## src/amp_fault_params.svh

```systemverilog
// Timing constants and fixed figures for the amplifier fault supervisor.
// Assumes a 125 MHz core clock (8 ns period).
`ifndef AMP_FAULT_PARAMS_SVH
`define AMP_FAULT_PARAMS_SVH

`define CLK_PERIOD_PS       8000
// DC offset qualifying interval, in ms, and derived cycle count (longer than)
`define DC_QUAL_MS          420
`define DC_QUAL_CYCLES      ((`DC_QUAL_MS * 64'd1000000000) / `CLK_PERIOD_PS)
// Power-up sequence length, in ms, and derived cycle count
`define POWERUP_MS          10
`define POWERUP_CYCLES      ((`POWERUP_MS * 64'd1000000000) / `CLK_PERIOD_PS)
// Duty threshold in percent
`define DC_DUTY_PCT         60
`define CNT_W               32

`endif

```

## src/amp_fault_pkg.sv

```systemverilog
// Types shared by the amplifier fault supervisor.
// Assumes nothing beyond the params header.
package amp_fault_pkg;
  typedef enum logic [1:0] {
    ST_OFF,
    ST_POWERUP,
    ST_RUN,
    ST_FAULT
  } amp_state_t;
endpackage

```

## src/pin_sync.sv

```systemverilog
// Three-flop input synchroniser with agreement filter.
// Assumes the input is asynchronous to clock_i.
`timescale 1ns/10ps
module pin_sync (
  // Clock and reset
  input  wire logic clock_i,
  input  wire logic reset_n_i,
  // Pin in, filtered level out
  input  wire logic pin_i,
  output logic      level_o
);
  logic s1_q;
  logic s2_q;
  logic s3_q;

  // First flop is read only by the second; level changes once s2 and s3 agree
  always_ff @(posedge clock_i or negedge reset_n_i) begin
    if (!reset_n_i) begin
      s1_q <= 1'b0;
      s2_q <= 1'b0;
      s3_q <= 1'b0;
    end else begin
      s1_q <= pin_i;
      s2_q <= s1_q;
      s3_q <= s2_q;
    end
  end

  logic lvl_q;
  // Nothing bypasses the flops: the raw pin may be mid-transition at any edge
  always_ff @(posedge clock_i or negedge reset_n_i) begin
    if (!reset_n_i) begin
      lvl_q <= 1'b0;
    end else if (s2_q == s3_q) begin
      lvl_q <= s3_q;
    end
  end

  assign level_o = lvl_q;
endmodule // pin_sync

```

## src/amp_fault_protection_ctrl.sv

```systemverilog
// Fault supervision for a stereo class-D power stage.
// Assumes analog comparators deliver asynchronous level flags and a duty
// comparator per channel flags >60% differential duty with its polarity.
// What this block does
// - Output short: outputs hi-Z, fault low, latched
// - Over-temperature: outputs hi-Z, fault low, latched
// - DC fault after 420 ms same-polarity >60% duty
// - DC fault: fault low, hi-Z, latched
// - Supply out of range: hi-Z, no fault, self-clears
// - Latched faults clear only on shutdown low pulse
// - Power-up sequence lasts 10 ms, inputs biased
// - Shutdown low mutes outputs, low-current state
`timescale 1ns/10ps
`include "amp_fault_params.svh"
module amp_fault_protection_ctrl
  import amp_fault_pkg::*;
(
  // Clock and reset
  input  wire logic       clock_i,
  input  wire logic       reset_n_i,
  // Controller pin
  input  wire logic       shutdown_request_low_i,
  // Analog detector flags (asynchronous)
  input  wire logic       overcurrent_i,
  input  wire logic       overtemp_i,
  input  wire logic       supply_under_i,
  input  wire logic       supply_over_i,
  input  wire logic [1:0] duty_over_i,
  input  wire logic [1:0] duty_pol_i,
  // Fault pin, open drain
  output logic            fault_flag_low_o,
  output logic            fault_flag_low_oe_o,
  // Power stage control
  output logic            outputs_enable_o,
  output logic            input_bias_o,
  output logic            low_power_o,
  output logic [2:0]      latched_faults_o
);
  // Timer limits; both fit the counter width with room to spare
  localparam logic [`CNT_W-1:0] DC_QUAL  = `CNT_W'(`DC_QUAL_CYCLES);
  localparam logic [`CNT_W-1:0] PWR_UP   = `CNT_W'(`POWERUP_CYCLES);

  // Synchronised copies of the pins
  logic       shutdown_request_low;
  logic       oc;
  logic       ot;
  logic       uv;
  logic       ov;
  logic [1:0] dov;
  logic [1:0] dpol;
  logic [6:0] raw;
  logic [6:0] syn;

  assign raw = {shutdown_request_low_i, overcurrent_i, overtemp_i, supply_under_i,
                supply_over_i, duty_over_i};

  // One synchroniser per pin input
  genvar g;
  generate
    for (g = 0; g < 7; g = g + 1) begin : g_sync
      pin_sync u_sync (
        .clock_i   (clock_i),
        .reset_n_i (reset_n_i),
        .pin_i     (raw[g]),
        .level_o   (syn[g])
      );
    end
  endgenerate
  assign shutdown_request_low = syn[6];
  assign oc  = syn[5];
  assign ot  = syn[4];
  assign uv  = syn[3];
  assign ov  = syn[2];
  assign dov = syn[1:0];

  // Polarity goes through the same delay as the level, so both age alike
  for (g = 0; g < 2; g = g + 1) begin : g_pol
    pin_sync u_pol (
      .clock_i   (clock_i),
      .reset_n_i (reset_n_i),
      .pin_i     (duty_pol_i[g]),
      .level_o   (dpol[g])
    );
  end

  amp_state_t state_q;
  logic [`CNT_W-1:0] pu_cnt_q;
  logic [`CNT_W-1:0] dc_cnt_q [2];
  logic              dc_pol_q [2];
  logic [1:0]        dc_hit;
  logic [2:0]        lat_q;
  logic              sdz_prev_q;
  logic              sd_release;

  // A shutdown cycle is low then high again; the release edge clears latches
  assign sd_release = shutdown_request_low && !sdz_prev_q;

  always_ff @(posedge clock_i or negedge reset_n_i) begin
    if (!reset_n_i) begin
      // Resets low, so the first high level counts as a release; harmless,
      // as the latches are empty then
      sdz_prev_q <= 1'b0;
    end else begin
      sdz_prev_q <= shutdown_request_low;
    end
  end

  // Duty timers; a polarity flip restarts the count
  for (g = 0; g < 2; g = g + 1) begin : g_dc
    always_ff @(posedge clock_i or negedge reset_n_i) begin
      if (!reset_n_i) begin
        dc_cnt_q[g] <= '0;
        dc_pol_q[g] <= 1'b0;
      end else if (state_q != ST_RUN || !dov[g] || dpol[g] != dc_pol_q[g]) begin
        dc_cnt_q[g] <= '0;
        dc_pol_q[g] <= dpol[g];
      end else if (dc_cnt_q[g] <= DC_QUAL) begin
        dc_cnt_q[g] <= dc_cnt_q[g] + `CNT_W'(1);
      end
    end
    assign dc_hit[g] = dc_cnt_q[g] > DC_QUAL;
  end

  // Latches: {dc, temp, current}; set wins over a clear in the same cycle
  always_ff @(posedge clock_i or negedge reset_n_i) begin
    if (!reset_n_i) begin
      lat_q <= 3'h0;
    end else begin
      lat_q <= (sd_release ? 3'h0 : lat_q)
             | {(|dc_hit),
                ot && shutdown_request_low,
                oc && shutdown_request_low};
    end
  end

  // Sequencer
  always_ff @(posedge clock_i or negedge reset_n_i) begin
    if (!reset_n_i) begin
      state_q  <= ST_OFF;
      pu_cnt_q <= '0;
    end else begin
      unique case (state_q)
        ST_OFF: begin
          pu_cnt_q <= '0;
          if (shutdown_request_low && lat_q == 3'h0) begin
            state_q <= ST_POWERUP;
          end else if (shutdown_request_low && !sd_release && lat_q != 3'h0) begin
            // A fault that outlived the release edge waits for another cycle
            state_q <= ST_FAULT;
          end
        end
        ST_POWERUP: begin
          pu_cnt_q <= pu_cnt_q + `CNT_W'(1);
          if (!shutdown_request_low) begin
            state_q <= ST_OFF;
          end else if (lat_q != 3'h0) begin
            state_q <= ST_FAULT;
          end else if (pu_cnt_q >= PWR_UP - `CNT_W'(1)) begin
            state_q <= ST_RUN;
          end
        end
        ST_RUN: begin
          if (!shutdown_request_low) begin
            state_q <= ST_OFF;
          end else if (lat_q != 3'h0) begin
            state_q <= ST_FAULT;
          end
        end
        ST_FAULT: begin
          // Only a shutdown cycle leaves here, so a latch never self-clears
          if (!shutdown_request_low) begin
            state_q <= ST_OFF;
          end
        end
      endcase
    end
  end

  logic fault_q;
  // The pin is let go while shutdown is held, so a fault looped back onto the
  // shutdown pin can finish the cycle by itself; the latches still hold
  always_ff @(posedge clock_i or negedge reset_n_i) begin
    if (!reset_n_i) begin
      fault_q <= 1'b0;
    end else begin
      fault_q <= (lat_q != 3'h0) && shutdown_request_low && !sd_release;
    end
  end

  // Open drain: drive low only when a fault is held; supply faults never pull
  assign fault_flag_low_o    = 1'b0;
  assign fault_flag_low_oe_o = fault_q;

  logic en_q;
  // Supply limits gate the drive directly and latch nothing, so the outputs
  // come back a few cycles after the supply does
  always_ff @(posedge clock_i or negedge reset_n_i) begin
    if (!reset_n_i) begin
      en_q <= 1'b0;
    end else begin
      en_q <= state_q == ST_RUN && lat_q == 3'h0 && shutdown_request_low && !uv && !ov;
    end
  end
  assign outputs_enable_o = en_q;

  logic bias_q;
  logic low_pwr_q;
  // Registered decode so the power-stage controls never glitch on a state change
  always_ff @(posedge clock_i or negedge reset_n_i) begin
    if (!reset_n_i) begin
      bias_q    <= 1'b0;
      low_pwr_q <= 1'b1;
    end else begin
      bias_q    <= state_q == ST_POWERUP || state_q == ST_RUN;
      low_pwr_q <= state_q == ST_OFF;
    end
  end
  assign input_bias_o     = bias_q;
  assign low_power_o      = low_pwr_q;
  assign latched_faults_o = lat_q;
endmodule // amp_fault_protection_ctrl

```

## config.mk

```make
export PLATFORM = sky130hd
export DESIGN_NAME = amp_fault_protection_ctrl
export DESIGN_NICKNAME = d
export VERILOG_FILES = /design/src/amp_fault_pkg.sv /design/src/pin_sync.sv /design/src/amp_fault_protection_ctrl.sv
export VERILOG_INCLUDE_DIRS = /design/src /design/src/src
export SDC_FILE = /design/constraint.sdc
export NUM_CORES = 1
export LEC_CHECK = 0
export ABC_AREA = 1
export BUFFER_PORTS_ARGS = -buffer_cell sky130_fd_sc_hd__buf_2
export CAP_MARGIN = 20
export CORE_UTILIZATION = 68
export DETAILED_ROUTE_END_ITERATION = 16
export PLACE_DENSITY = 0.95
export RECOVER_POWER = 100
export SLEW_MARGIN = 20
export SYNTH_ARGS = -nofsm -noshare
export SYNTH_HDL_FRONTEND = slang
export SYNTH_HIERARCHICAL = 1
export SYNTH_SLANG_ARGS = --single-unit
```

## constraint.sdc

```tcl
create_clock -name clock_i -period 2.9 [get_ports clock_i]
set_clock_uncertainty 0.15 [all_clocks]
set_input_delay 0.435 -clock clock_i [delete_from_list [all_inputs] [get_ports clock_i]]
set_output_delay 0.435 -clock clock_i [all_outputs]
set_load 0.01 [all_outputs]
```

Word level (Yosys, flattened, before mapping) --
Index checks and enable logic that the tools add are counted.
Storage, ports and cells: register bits 144, logic and storage cells 122
Operators by class: add/sub/neg operators 3, order comparisons 5, equal/unequal tests 19, muxes and demuxes 15, bitwise logic cells 1, reduce and logical (&&, ||, !) cells 31
Operators with widths (number):
- $mux 32 | 4
- $add 32x1->32 const B | 3
- $gt 32x26->1 const B | 2
- $le 32x26->1 const B | 2
- $pmux 32 s2 | 1
- $ge 32x21->1 const B | 1
- $mux 2 | 8
- $logic_and 1x1->1 | 12
- $eq 1x1->1 | 9
- $pmux 2 s4 | 1
- $logic_not 1->1 | 6
- $ne 3x3->1 const B | 2
- $reduce_bool 2->1 | 3
- $logic_or 1x1->1 | 5
- $eq 2x2->1 const B | 2
- $ne 2x2->1 const B | 2
- $ne 4x4->1 const B | 1
- $reduce_and 4->1 | 1
- $logic_not 3->1 | 1
- $mux 3 | 1
- $or 3x3->3 | 1
- $reduce_bool 3->1 | 1
- $eq 2x1->1 const B | 1
- $logic_not 2->1 | 1
- 2 further kinds | 3

Longest topological paths before layout --
Gate-level depths: netlist (run 1).
depth after elaboration 8, gate-level depth with buffers 12, mapped depth without buffers 12

By module --
Netlist (run 1), hierarchy kept.
By module, submodules not included:
- amp_fault_protection_ctrl | instances 1, cells each 1038, area each 7285.7 um^2, seq. area each 2703.8 um^2
- pin_sync | instances 9, cells each 8, area each 116.4 um^2, seq. area each 100.1 um^2

Least setup slack after synthesis (run 1) --
OpenSTA, ideal clock, no wires.
path kind register -> register, from register state_q[1], to register pu_cnt_q[25], arrival time 1.552 ns, path slack 1.072 ns, cell stages (with the launch flop) 11, path buffers 1, cell sequence dfrtp_1 -> inv_1 -> ha_1 -> buf_2 -> inv_1 -> nor2_2 -> nand3_2 -> nor3_4 -> nand3_1 -> nor2_1 -> o21ai_0
On the way: longest elaborated chain between the ends 2, elaborated cells between the ends (all ways) 4, those cells by class 1 x eq/ne; 1 x mux; 2 x reduce/logical
RTL lines:
- start: declaration | RTL line amp_fault_protection_ctrl.sv:86 | amp_state_t state_q;
- start signal: assignment | RTL line amp_fault_protection_ctrl.sv:139 | state_q <= ST_OFF;
- start signal: assignment | RTL line amp_fault_protection_ctrl.sv:146 | state_q <= ST_POWERUP;
- start signal: assignment | RTL line amp_fault_protection_ctrl.sv:149 | state_q <= ST_FAULT;
- $eq 2x1->1 or $logic_not 2->1 (tied branches) | RTL line amp_fault_protection_ctrl.sv:142 | unique case (state_q)
- $pmux 32 s2 or $reduce_bool 2->1 (tied branches)
- end signal: assignment | RTL line amp_fault_protection_ctrl.sv:153 | pu_cnt_q <= pu_cnt_q + `CNT_W'(1);
- end: declaration | RTL line amp_fault_protection_ctrl.sv:87 | logic [`CNT_W-1:0] pu_cnt_q;
Several ways; a longest one is shown, not always the timed one. A chain may end at the register's enable or synchronous reset.

Final worst setup path (run 1) --
from register dc_cnt_q[10] (netlist bit), to register dc_cnt_q[13] (netlist bit)
On the way: longest elaborated chain between the ends 3, elaborated cells between the ends (all ways) 5, those cells by class 1 x add/sub; 1 x order compare; 2 x mux; 1 x reduce/logical
RTL lines:
- start: declaration | RTL line amp_fault_protection_ctrl.sv:88 | logic [`CNT_W-1:0] dc_cnt_q [2];
- start signal: indexed assignment | RTL line amp_fault_protection_ctrl.sv:118 | dc_cnt_q[g] <= dc_cnt_q[g] + `CNT_W'(1);
- $add 32x1->32 | RTL line amp_fault_protection_ctrl.sv:118
- $mux 32 | RTL line amp_fault_protection_ctrl.sv:117 | end else if (dc_cnt_q[g] <= DC_QUAL) begin
- $mux 32 | RTL line amp_fault_protection_ctrl.sv:114 | end else if (state_q != ST_RUN || !dov[g] || dpol[g] != dc_pol_q[g]) begin
Several ways; a longest one is shown, not always the timed one. The select of a mux whose other input is x is not followed.

==> results of run 1 <==
[power by group]
group / switching, mW / internal, mW / leakage, nW
sequential: 0.0830 / 2.11 / 1.91
clock: 1.05 / 1.16 / 0.292
combinational: 0.502 / 0.158 / 2.30
total: 1.63 / 3.42 / 4.50
[critical path, cell delays in order (launching register included)]
cell	delay [ns]
dfrtp_1	0.52
nand2_1	0.18
nor3_2	0.23
nand2_1	0.10
nor3_2	0.19
nand2_2	0.41
nand2_4	0.45
nand3_1	0.18
nand2_1	0.17
[state kept, by name, summed over array words and instances, names as in the netlist]
name                   flops
dc_pol_q                   2
input_bias_o               1
dc_cnt_q                  64
g_pol.u_pol/s3_q           2
sdz_prev_q                 1
g_sync.u_sync/s2_q         7
outputs_enable_o           1
low_power_o                1
g_pol.u_pol/s2_q           2
pu_cnt_q                  32
state_q                    2
latched_faults_o           3
g_sync.u_sync/level_o      7
g_pol.u_pol/level_o        2
g_pol.u_pol/s1_q           2
g_sync.u_sync/s3_q         7
fault_flag_low_oe_o        1
g_sync.u_sync/s1_q         7
[cells in the mapped netlist, types with 11 or more instances]
master and number:
nand3_2 21, xor2_1 33, inv_1 157, nand2_1 280, a21oi_1 19, nor3_1 37, dfrtp_1 143, nand4_1 67
clkbuf_1 15, nor2_1 116, nand3_1 108, buf_2 11, o21ai_0 23
[area by class of cell]
class	instances	share of cell area, %
clock inverters	15	1.76
flip-flops and latches	144	39.5
inverters	160	6.58
repair buffers	35	2.70
clock buffers	17	4.66
multi-input cells	767	42.8
well taps	147	2.02
[layer usage]
layer  GRT usage [%]  vias up  part of all wire [%]
li1                -     3603                     -
met1            43.4     3650                    39
met2            59.0      462                    49
met3            8.78      127                   7.6
met4            20.2        0                   5.2
met5               0        -                     0
[worst paths after layout]
path	to	start	cells past startpoint	slack, ns
worst max register to register	dc_cnt_q[13]	dc_cnt_q[10]	8	0.24
min in group asynchronous	pu_cnt_q[25]	reset_n_i	2	0.91
worst max-delay path	dc_cnt_q[13]	dc_cnt_q[10]	8	0.24
worst min register to register	g_sync[3].u_sync/s2_q	g_sync[3].u_sync/s1_q	0	0.21
max in group asynchronous	pu_cnt_q[4]	reset_n_i	3	0.45
worst min-delay path	g_sync[3].u_sync/s2_q	g_sync[3].u_sync/s1_q	0	0.21
[logic make-up after synthesis]
kind of cell               after synthesis  synth area share (%)
AOI/OAI and AO/OA                       58                  3.84
xor gates and xnor gates                38                  3.99
adders and majority gates                9                  1.35
buffers and inverters                  199                  9.85
DFF                                    144                  43.3
muxes                                    1                 0.120
other                                    1                0.0450
and+or+nand+nor                        660                  37.5
[stage by stage]
stage / setup WS [ns] / power, mW / area [um^2] / utilization (%)
after CTS: 0.486 / 5.03 / 9160 / 76.6
after global placement: 0.737 / 2.79 / 8470 / 70.8
after detailed placement: 0.636 / 2.83 / 8470 / 70.8
after floorplan: 1.07 / 2.59 / 8330 / -
after global routing: 0.140 / 5.21 / 9120 / 76.3
final: 0.238 / 5.05 / 9120 / 76.3
[what timing repair did]
item / 4_1_cts / 5_1_grt
hold buffers: 10 / 0
endpoints found under the hold margin: 79 / 0
setup endpoints to repair: 0 / 0
setup buffers: 0 / 0
==> qor.json, run 1 <==
{
  "run_status": {
    "status": "finished with violations",
    "violated_checks": "capacitance limit, slew limit"
  },
  "yosys": {
    "synth_enable_flop_cells": 0,
    "netlist_area_um2": 8330,
    "synth_warnings": 6,
    "syn_avg_cell_area_um2": 7.51,
    "ys.flop_type": "dfrtp_1",
    "asyncSetResetFlopFracSynth_pct": 100,
    "postSynthRegisterBits": 144,
    "synthesis.nets": 1130,
    "synth_top_area_share_pct": 42.9,
    "synth_area_leader_cell": "dfrtp_1",
    "post_synth_num_cell_types": 40,
    "ys_top_cells_by_area": "dfrtp_1 43%, nand2_1 13%, inv_1 7.1%",
    "netlist_instances": 1110,
    "synth.yosys.seq_area_share_pct": 43.3
  },
  "route": {
    "drt-vias-per-instance": 6.10,
    "detail_route.drc_violations": 0,
    "routed-via-count": 7842,
    "wl_per_cell_um": 16.8,
    "antenna_violating_nets_post_route": 0,
    "first_iter_violations": 753,
    "detail_route.first_pass.iterations": 6,
    "wire_length_after_detailed_routing_mm": 21.6
  },
  "clock_network": {
    "tritoncts": "built",
    "cts_made_buffers": 17,
    "cts.repair.resized": 0,
    "tritoncts_num_sinks": 144,
    "cts-root-buf": "clkbuf_16",
    "clk-insertion-delay-late_ns": 0.45,
    "path_clk_slew_ns": 0.08,
    "cts-root-to-sink-buffers": 2,
    "number_of_h_tree_branching_levels": 4
  },
  "worst_setup_path": {
    "worst-setup-path-type": "flop to flop",
    "timing.critical_path.required_ns": 3.12,
    "critical_path_arrival_ns": 2.88,
    "timing.critical_path.fanout_max": 27,
    "end_kind": "flop",
    "critical_path.startpoint_type": "flop"
  },
  "place": {
    "portBuffers": 17,
    "dpl.hpwl_mm": 12.6,
    "last_weighted_congestion_value_of_the_routability_driven_placer": 0.957,
    "post-place-cells": 1243
  },
  "final_layout": {
    "nNetsFinal": 1145,
    "layout-drive-gt1-share_pct": 8.44,
    "area_delta_synth_final_pct": 9.49,
    "final_cell_count_without_fillers": 1285,
    "antenna_cells": 0,
    "area_occupied_by_multi_input_gates_um2": 3900,
    "layout_common_cells": "280 x nand2_1, 157 x inv_1, 143 x dfrtp_1",
    "layout_commonest_cell": "nand2_1",
    "ff_latch_area_um2": 3600,
    "fillCellCount": 760
  },
  "sta": {
    "fin_hold_ws_ns": 0.209,
    "hold_viol_final": 0,
    "achievable-frequency_mhz": 376,
    "period_minus_slack_ns": 2.66,
    "totalNegativeSetupSlack_ns": 0,
    "maxSlewViolCount": 74,
    "rsz_0062_raised_after_global_routing": "no",
    "final_min_period_over_clock_period_pct": 91.8,
    "pin_slew_with_the_least_headroom_to_its_limit_ns": 1.87,
    "slew_headroom_pct": -25.0,
    "setup_viol_count_final": 0
  },
  "grt": {
    "initial_antenna_violation_count": 0,
    "global_route_wire_length_before_repair_mm": 35.7,
    "globalRouteOverflowTotal": 0,
    "grt_pass1_vias": 7600,
    "grt_max_degree": 75,
    "global_route.usage.total_pct": 35.8
  },
  "floorplan": {
    "placementRows": 40,
    "die-height_um": 113,
    "fp.dieArea_um2": 12700,
    "die_x_um": 113,
    "io_pins": 19,
    "coreArea_um2": 12000,
    "floorplan.initialDensity_pct": 69.7
  },
  "pwr": {
    "p_per_area_nw_per_um2": 554,
    "peakVddDrop_v": 0.000675,
    "leakage_power_nw": 4.50
  },
  "min_path": {
    "min-delay-path-class": "flop to flop"
  },
  "run": {
    "number_of_maximum_capacitance_constraint_violations": 1
  }
}
Note: power is estimated with default switching activity, not from simulation.
==> inputs of run 2 (changes only) <==
- PLACE_DENSITY: 0.95 -> 0.93
==> qor.json, run 2 (same netlist as run 1, synthesis figures left out) <==
{
  "pwr": {
    "leakage_power": {"value": 4.50, "unit": "nW", "change": "about the same"},
    "peakVddDrop": {"value": 0.000624, "unit": "V", "change": "-7.5%"},
    "design_power_total": {"value": 5.04, "unit": "mW", "change": "-0.18%"},
    "power.switching": {"value": 1.61, "unit": "mW", "change": "-1.3%"},
    "power_switching_share": {"value": 31.9, "unit": "%", "change": "-0.37 points"},
    "power_frac_comb": {"value": 12.5, "unit": "%", "change": "-0.6 points"},
    "clock_power_share": {"value": 44.2, "unit": "%", "change": "+0.6 points"},
    "p_per_area": {"value": 552, "unit": "nW/um^2", "change": "-0.34%"},
    "internal_power": {"value": 3.43, "unit": "mW", "change": "+0.37%"},
    "pwr-share-seq": {"value": 43.3, "unit": "%", "change": "about the same"}
  },
  "floorplan": {
    "placementRows": {"value": 40, "change": "unchanged"},
    "io_pins": {"value": 19, "change": "unchanged"},
    "coreArea": {"value": 12000, "unit": "um^2", "change": "unchanged"},
    "floorplan.initialDensity": {"value": 69.7, "unit": "%", "change": "unchanged"},
    "die_x": {"value": 113, "unit": "um", "change": "unchanged"},
    "fp.dieArea": {"value": 12700, "unit": "um^2", "change": "unchanged"},
    "die-height": {"value": 113, "unit": "um", "change": "unchanged"}
  },
  "worst_setup_path": {
    "crit-reg2reg-launch": "dc_cnt_q[28]",
    "timing.critical_path.fanout_max": {"value": 27, "change": "unchanged"},
    "timing.critical_path.required": {"value": 3.10, "unit": "ns", "change": "-0.02 ns"},
    "critical_path.startpoint_type": "flop",
    "worst-r2r-setup-slack": {"value": 0.34, "unit": "ns", "change": "+0.10 ns"},
    "rr_worst_depth": {"value": 10, "change": "+2"},
    "r2r_end": "dc_cnt_q[12]",
    "end_kind": "flop",
    "worst-setup-path-type": "flop to flop",
    "critical_path_arrival": {"value": 2.76, "unit": "ns", "change": "-0.12 ns"}
  },
  "place": {
    "dpl.hpwl": {"value": 12.7, "unit": "mm", "change": "+0.17%"},
    "pre_cts_ws": {"value": 0.647, "unit": "ns", "change": "+0.0117 ns"},
    "last_weighted_congestion_value_of_the_routability_driven_placer": {"value": 0.939, "change": "-1.9%"},
    "portBuffers": {"value": 17, "change": "unchanged"},
    "post-place-cells": {"value": 1243, "change": "unchanged"}
  },
  "final_layout": {
    "layout_common_cells": "280 x nand2_1, 157 x inv_1, 143 x dfrtp_1",
    "antenna_cells": {"value": 0, "change": "unchanged"},
    "regMostFlops": "dc_cnt_q",
    "layout_commonest_cell": "nand2_1",
    "nNetsFinal": {"value": 1145, "change": "unchanged"},
    "area_delta_synth_final_pct": 9.67,
    "flip_flop_count_of_the_largest_register_all_copies_and_words_added": {"value": 64, "change": "unchanged"},
    "final_cell_count_without_fillers": {"value": 1285, "change": "unchanged"},
    "layout-drive-gt1-share": {"value": 8.17, "unit": "%", "change": "-0.26 points"},
    "reg.largest.list": "dc_cnt_q (64), pu_cnt_q (32)"
  },
  "sta": {
    "setup_viol_count_final": {"value": 0, "change": "unchanged"},
    "finalWorstSetupSlack": {"value": 0.339, "unit": "ns", "change": "+0.101 ns"},
    "final_min_period_over_clock_period": {"value": 88.3, "unit": "%", "change": "-3.5 points"},
    "fin_hold_ws": {"value": 0.201, "unit": "ns", "change": "-0.00780 ns"},
    "rsz_0062_raised_after_global_routing": "no",
    "slew_headroom": {"value": -22.7, "unit": "%", "change": "+2.3 points"},
    "hold_viol_final": {"value": 0, "change": "unchanged"},
    "period_minus_slack": {"value": 2.56, "unit": "ns", "change": "-0.101 ns"},
    "totalNegativeSetupSlack": {"value": 0, "unit": "ns", "change": "unchanged"},
    "maxSlewViolCount": {"value": 72, "change": "-2.7%"},
    "pin_slew_with_the_least_headroom_to_its_limit": {"value": 1.84, "unit": "ns", "change": "-0.0339 ns"},
    "achievable-frequency": {"value": 390, "unit": "MHz", "change": "+3.9%"}
  },
  "grt": {
    "initial_antenna_violation_count": {"value": 0, "change": "unchanged"},
    "global_route.usage.total": {"value": 33.8, "unit": "%", "change": "-2.0 points"},
    "globalRouteOverflowTotal": {"value": 0, "change": "unchanged"},
    "global_route_wire_length_before_repair": {"value": 33.8, "unit": "mm", "change": "-5.2%"},
    "grt_pass1_vias": {"value": 7343, "change": "-3.4%"},
    "grt_max_degree": {"value": 73, "change": "-2.7%"}
  },
  "route": {
    "detail_route.drc_violations": {"value": 0, "change": "unchanged"},
    "wire_length_after_detailed_routing": {"value": 20.2, "unit": "mm", "change": "-6.2%"},
    "first_iter_violations": {"value": 745, "change": "-1.1%"},
    "routed-via-count": {"value": 7630, "change": "-2.7%"},
    "detail_route.first_pass.iterations": {"value": 6, "change": "unchanged"},
    "antenna_violating_nets_post_route": {"value": 0, "change": "unchanged"},
    "wl_per_cell": {"value": 15.8, "unit": "um", "change": "-6.2%"},
    "drt-vias-per-instance": {"value": 5.94, "change": "-2.7%"}
  },
  "run": {
    "number_of_maximum_capacitance_constraint_violations": {"value": 1, "change": "unchanged"}
  },
  "min_path": {
    "hp-start": "g_sync[3].u_sync/s1_q",
    "min_delay_worst_endpoint": "g_sync[3].u_sync/s2_q",
    "min-delay-path-class": "flop to flop",
    "cells_on_worst_hold_path": {"value": 0, "change": "unchanged"}
  },
  "clock_network": {
    "cts-root-to-sink-buffers": {"value": 2, "change": "unchanged"},
    "cts_made_buffers": {"value": 17, "change": "unchanged"},
    "tritoncts": "built",
    "tritoncts_num_sinks": {"value": 144, "change": "unchanged"},
    "cts_setup_buffers": {"value": 0, "change": "unchanged"},
    "clk-insertion-delay-late": {"value": 0.46, "unit": "ns", "change": "about the same"},
    "path_clk_slew": {"value": 0.08, "unit": "ns", "change": "about the same"},
    "cts.repair.resized": {"value": 0, "change": "unchanged"},
    "cts-root-buf": "clkbuf_16",
    "number_of_h_tree_branching_levels": {"value": 4, "change": "unchanged"}
  },
  "run_status": {
    "status": "finished with violations",
    "violated_checks": "capacitance limit, slew limit"
  }
}
-- run 2: cell types whose count changed in the layout (fill, tap and decap cells not counted), moves of 2 or more --
cell / change
clkinv_8: +3
buf_4: +3
clkbuf_2: -2
clkinvlp_4: +2
inv_6: -2
nor2_1: +4
nor2_2: -4
-- run 2: worst max path at each step --
stage,startpoint,depth (start not counted),end,slack [ns]
after floorplan,state_q[1],10,pu_cnt_q[25],1.07
after global placement,dc_cnt_q[32],9,latched_faults_o[2],0.80
after detailed placement,state_q[1],10,pu_cnt_q[27],0.65
after CTS,state_q[1],10,pu_cnt_q[25],0.58
after global routing,reset_n_i,3,dc_cnt_q[26],0.19
final,dc_cnt_q[28],10,dc_cnt_q[12],0.34
-- run 2: area by class of cell --
| class | instances | area (um^2) |
|---|---|---|
| Clock buffer | 17 | 425 |
| Clock inverter | 15 | 181 |
| Fill cell | 751 | 2820 |
| Inverter | 160 | 601 |
| Multi-Input combinational cell | 767 | 3890 |
| Sequential cell | 144 | 3600 |
| Tap cell | 147 | 184 |
| Timing Repair Buffer | 35 | 255 |
-- run 2: what timing repair did --
item,4_1_cts,5_1_grt
hold endpoints to repair,78,0
hold buffers,10,0
endpoints found under the setup margin,0,0
-- run 2: worst max-delay path, cell delays in order, from the launching register on --
cell	delay (ns)
dfrtp_1	0.39
nor2_1	0.15
nand3_1	0.08
nor2_1	0.19
nand2_1	0.08
nor2_1	0.24
nand2_1	0.14
nand2_4	0.29
nand2_2	0.42
nand3_1	0.22
nand2_1	0.09
-- run 2: metal layers --
metal | part of all wire (%) | vias up | global-route usage, %
met1 | 40 | 3578 | 42.2
met3 | 6.8 | 76 | 6.80
met4 | 3.5 | 0 | 18.8
li1 | - | 3602 | -
met2 | 49 | 374 | 55.5
met5 | 0 | - | 0
-- run 2: power groups by stage --
stage / logic [mW] / clock network [mW] / registers, mW
finish: 0.628 / 2.23 / 2.19
global route: 0.692 / 2.33 / 2.19
CTS: 0.633 / 2.24 / 2.18
detailed placement: 0.612 / 0 / 2.21
global placement: 0.585 / 0 / 2.20
floorplan: 0.386 / 0 / 2.21
-- run 2: metrics by stage --
step	utilization (%)	instance area, um^2
floorplan	-	8330
global placement	70.8	8470
detailed placement	70.8	8470
CTS	76.8	9180
global route	76.4	9140
finish	76.4	9140
==> inputs of run 3 (changes only) <==
- CORE_MARGIN: unset -> 5
- SYNTH_HIERARCHICAL: 1 -> unset
==> qor.json, run 3 <==
{
  "clock_network": {
    "cts-root-to-sink-buffers": {"value": 2, "change": "unchanged"},
    "post_cts_hold_fix_bufs": {"value": 10, "change": "unchanged"},
    "tritoncts": "built",
    "cts_setup_buffers": {"value": 0, "change": "unchanged"},
    "clk-insertion-delay-late": {"value": 0.44, "unit": "ns", "change": "-0.02 ns"},
    "tritoncts_num_sinks": {"value": 144, "change": "unchanged"},
    "cts_made_buffers": {"value": 17, "change": "unchanged"},
    "number_of_h_tree_branching_levels": {"value": 4, "change": "unchanged"},
    "path_clk_slew": {"value": 0.07, "unit": "ns", "change": "about the same"},
    "cts.repair.resized": {"value": 0, "change": "unchanged"},
    "cts-root-buf": "clkbuf_16"
  },
  "yosys": {
    "muxShareOfSynthArea": {"value": 0, "unit": "%", "change": "-0.12 points"},
    "synth_compound_gate_area_share": {"value": 3.63, "unit": "%", "change": "-0.21 points"},
    "synth_xor_xnor_area_share": {"value": 3.60, "unit": "%", "change": "-0.39 points"},
    "postSynthRegisterBits": {"value": 144, "change": "unchanged"},
    "synth_adder_area_share": {"value": 2.38, "unit": "%", "change": "+1.0 points"},
    "ys_top_cells_by_area": "dfrtp_1 42%, nand2_1 13%, inv_1 6.9%",
    "ys.flop_type": "dfrtp_1",
    "synth_area_leader_cell": "dfrtp_1",
    "netlist_instances": {"value": 1113, "change": "+0.27%"},
    "dominant_combinational_cell_family_by_area_after_synthesis": "simple AND/OR/NAND/NOR gates",
    "asyncSetResetFlopFracSynth": {"value": 100, "unit": "%", "change": "unchanged"},
    "post_synth_num_cell_types": {"value": 42, "change": "+5.0%"},
    "most_numerous_cell_in_the_yosys_netlist": "nand2_1",
    "simple_gate_portion_of_the_synthesized_area": {"value": 38.5, "unit": "%", "change": "+0.93 points"},
    "syn_avg_cell_area": {"value": 7.64, "unit": "um^2", "change": "+1.8%"},
    "synth_warnings": {"value": 0, "change": "-6"},
    "synth_top_area_share": {"value": 42.1, "unit": "%", "change": "-0.87 points"},
    "synth.yosys.seq_area_share": {"value": 42.4, "unit": "%", "change": "-0.88 points"},
    "netlist_area": {"value": 8510, "unit": "um^2", "change": "+2.1%"},
    "synthesis.nets": {"value": 1133, "change": "+0.27%"},
    "synth_enable_flop_cells": {"value": 0, "change": "unchanged"},
    "netlist_top_cells_count": "284 x nand2_1, 156 x inv_1, 143 x dfrtp_1"
  },
  "worst_setup_path": {
    "critical_path.startpoint_type": "flop",
    "crit_path_end": "dc_cnt_q[31]",
    "rr_worst_depth": {"value": 6, "change": "-4"},
    "r2r_end": "dc_cnt_q[31]",
    "critical_path_arrival": {"value": 2.60, "unit": "ns", "change": "-0.16 ns"},
    "crit-reg2reg-launch": "state_q[0]",
    "crit_path_start": "state_q[0]",
    "worst-r2r-setup-slack": {"value": 0.52, "unit": "ns", "change": "+0.18 ns"},
    "timing.critical_path.required": {"value": 3.12, "unit": "ns", "change": "+0.02 ns"},
    "end_kind": "flop",
    "timing.critical_path.fanout_max": {"value": 16, "change": "-41%"},
    "worst-setup-path-type": "flop to flop"
  },
  "route": {
    "first_iter_violations": {"value": 828, "change": "+11%"},
    "drt-vias-per-instance": {"value": 5.81, "change": "-2.2%"},
    "wl_per_cell": {"value": 16.2, "unit": "um", "change": "+3.0%"},
    "detail_route.drc_violations": {"value": 0, "change": "unchanged"},
    "detail_route.first_pass.iterations": {"value": 5, "change": "-1"},
    "routed-via-count": {"value": 7646, "change": "+0.21%"},
    "wire_length_after_detailed_routing": {"value": 21.4, "unit": "mm", "change": "+5.4%"},
    "antenna_violating_nets_post_route": {"value": 0, "change": "unchanged"}
  },
  "sta": {
    "totalNegativeSetupSlack": {"value": 0, "unit": "ns", "change": "unchanged"},
    "period_minus_slack": {"value": 2.38, "unit": "ns", "change": "-0.183 ns"},
    "rsz_0062_raised_after_global_routing": "no",
    "setup_viol_count_final": {"value": 0, "change": "unchanged"},
    "maxSlewViolCount": {"value": 0, "change": "-100%"},
    "fin_hold_ws": {"value": 0.207, "unit": "ns", "change": "+0.00619 ns"},
    "pin_slew_with_the_least_headroom_to_its_limit": {"value": 1.33, "unit": "ns", "change": "-0.509 ns"},
    "final_min_period_over_clock_period": {"value": 82.0, "unit": "%", "change": "-6.3 points"},
    "achievable-frequency": {"value": 420, "unit": "MHz", "change": "+7.7%"},
    "slew_headroom": {"value": 11.2, "unit": "%", "change": "+34 points"},
    "hold_viol_final": {"value": 0, "change": "unchanged"}
  },
  "floorplan": {
    "fp.dieArea": {"value": 14800, "unit": "um^2", "change": "+17%"},
    "placementRows": {"value": 40, "change": "unchanged"},
    "io_pins": {"value": 19, "change": "unchanged"},
    "die_x": {"value": 122, "unit": "um", "change": "+8.1%"},
    "floorplan.initialDensity": {"value": 69.9, "unit": "%", "change": "+0.27 points"},
    "coreArea": {"value": 12200, "unit": "um^2", "change": "+1.7%"},
    "die-height": {"value": 122, "unit": "um", "change": "+8.1%"}
  },
  "grt": {
    "globalRouteOverflowTotal": {"value": 0, "change": "unchanged"},
    "global_route.usage.total": {"value": 30.8, "unit": "%", "change": "-2.9 points"},
    "global_route_wire_length_before_repair": {"value": 36.4, "unit": "mm", "change": "+7.7%"},
    "grt_max_degree": {"value": 53, "change": "-27%"},
    "initial_antenna_violation_count": {"value": 0, "change": "unchanged"},
    "grt_util_met3": {"value": 7.34, "unit": "%", "change": "+0.53 points"},
    "gr-usage-met1": {"value": 39.2, "unit": "%", "change": "-3.0 points"},
    "use_met2": {"value": 50.9, "unit": "%", "change": "-4.6 points"},
    "grt_most_used_layer": "met2",
    "grt_pass1_vias": {"value": 7505, "change": "+2.2%"}
  },
  "min_path": {
    "min-delay-path-class": "flop to flop"
  },
  "final_layout": {
    "reg.largest.list": "dc_cnt_q (64), pu_cnt_q (32)",
    "fillCellCount": {"value": 858, "change": "+14%"},
    "regMostFlops": "dc_cnt_q",
    "layout-drive-gt1-share": {"value": 8.89, "unit": "%", "change": "+0.71 points"},
    "area_occupied_by_multi_input_gates": {"value": 4000, "unit": "um^2", "change": "+2.9%"},
    "ff_latch_area": {"value": 3600, "unit": "um^2", "change": "unchanged"},
    "nNetsFinal": {"value": 1155, "change": "+0.87%"},
    "layout_common_cells": "284 x nand2_1, 157 x inv_1, 143 x dfrtp_1",
    "antenna_cells": {"value": 0, "change": "unchanged"},
    "layout_commonest_cell": "nand2_1",
    "area_delta_synth_final_pct": 9.40,
    "flip_flop_count_of_the_largest_register_all_copies_and_words_added": {"value": 64, "change": "unchanged"}
  },
  "run_status": {
    "status": "complete, no violations"
  },
  "pwr": {
    "p_per_area": {"value": 568, "unit": "nW/um^2", "change": "+2.8%"},
    "leakage_power": {"value": 4.56, "unit": "nW", "change": "+1.3%"},
    "peakVddDrop": {"value": 0.000490, "unit": "V", "change": "-22%"},
    "design_power_total": {"value": 5.28, "unit": "mW", "change": "+4.7%"}
  },
  "place": {
    "dpl.hpwl": {"value": 13.9, "unit": "mm", "change": "+9.9%"},
    "last_weighted_congestion_value_of_the_routability_driven_placer": {"value": 0.959, "change": "+2.2%"},
    "portBuffers": {"value": 17, "change": "unchanged"}
  },
  "run": {
    "number_of_maximum_capacitance_constraint_violations": {"value": 0, "change": "-1"}
  }
}
## run 3: cell count changes after synthesis, moves of 5 or more
cell / previous run / this run
a21oi_1: 19 / 7
nand3_2: 21 / 38
maj3_1: 0 / 9
o21ai_0: 23 / 35
nand3_1: 108 / 91
nor2_1: 116 / 121
## run 3: worst min path at each step
stage / to / startpoint / depth (start not counted) / slack (ns)
finish: g_sync[1].u_sync.s2_q / g_sync[1].u_sync.s1_q / 0 / 0.21
global route: g_sync[5].u_sync.s2_q / g_sync[5].u_sync.s1_q / 0 / 0.22
detailed placement: g_pol[1].u_pol.s2_q / g_pol[1].u_pol.s1_q / 0 / 0.19
floorplan: dc_cnt_q[0] / reset_n_i / 0 / -0.01
CTS: g_sync[5].u_sync.s2_q / g_sync[5].u_sync.s1_q / 0 / 0.20
global placement: g_sync[5].u_sync.s2_q / g_sync[5].u_sync.s1_q / 0 / 0.18
## run 3: worst max-delay path, stage by stage, from the launching register on
cell and delay (ns):
dfrtp_1 0.44, inv_1 0.12, ha_1 0.26, and3_1 0.63, clkbuf_2 0.41, inv_1 0.17, nor2_1 0.12
## run 3: metal layers
layer / share of wire [%] / routed length, um / vias up
met1: 41 / 8800 / 3599
met4: 3.4 / 716 / 0
met3: 6.9 / 1480 / 76
met5: 0 / 0 / -
li1: - / - / 3618
met2: 49 / 10400 / 353
## run 3: kinds of logic (layout without fill, tap and decap cells)
group                      Yosys count  in the layout
and+or+nand+nor                    667            667
buffers and inverters              193            228
DFF                                144            144
AOI/OAI and AO/OA                   55             55
xor gates and xnor gates            35             35
adders and majority gates           18             18
other                                1              1
## run 3: through the flow
| step | util, % | cells | area (um^2) | worst slack, ns |
|---|---|---|---|---|
| after floorplan | - | 1113 | 8510 | 1.12 |
| after global placement | 71.4 | 1274 | 8680 | 0.887 |
| after detailed placement | 71.4 | 1274 | 8680 | 0.801 |
| after CTS | 77.5 | 1316 | 9430 | 0.764 |
| after global routing | 76.5 | 1316 | 9310 | 0.290 |
| final | 76.5 | 1316 | 9310 | 0.521 |
## run 3: cell type report
class,count,share of cell area (%)
multi-input combinational,776,43.0
sequential,144,38.7
inverter,160,6.45
clock buffer,17,4.57
timing repair buffer,36,2.61
clock inverter,15,2.37
tap,168,2.26
## run 3: report_power, final
| group | total, mW | internal (mW) | switching, mW |
|---|---|---|---|
| logic | 0.692 | 0.163 | 0.529 |
| registers | 2.20 | 2.11 | 0.0922 |
| clock network | 2.39 | 1.33 | 1.06 |
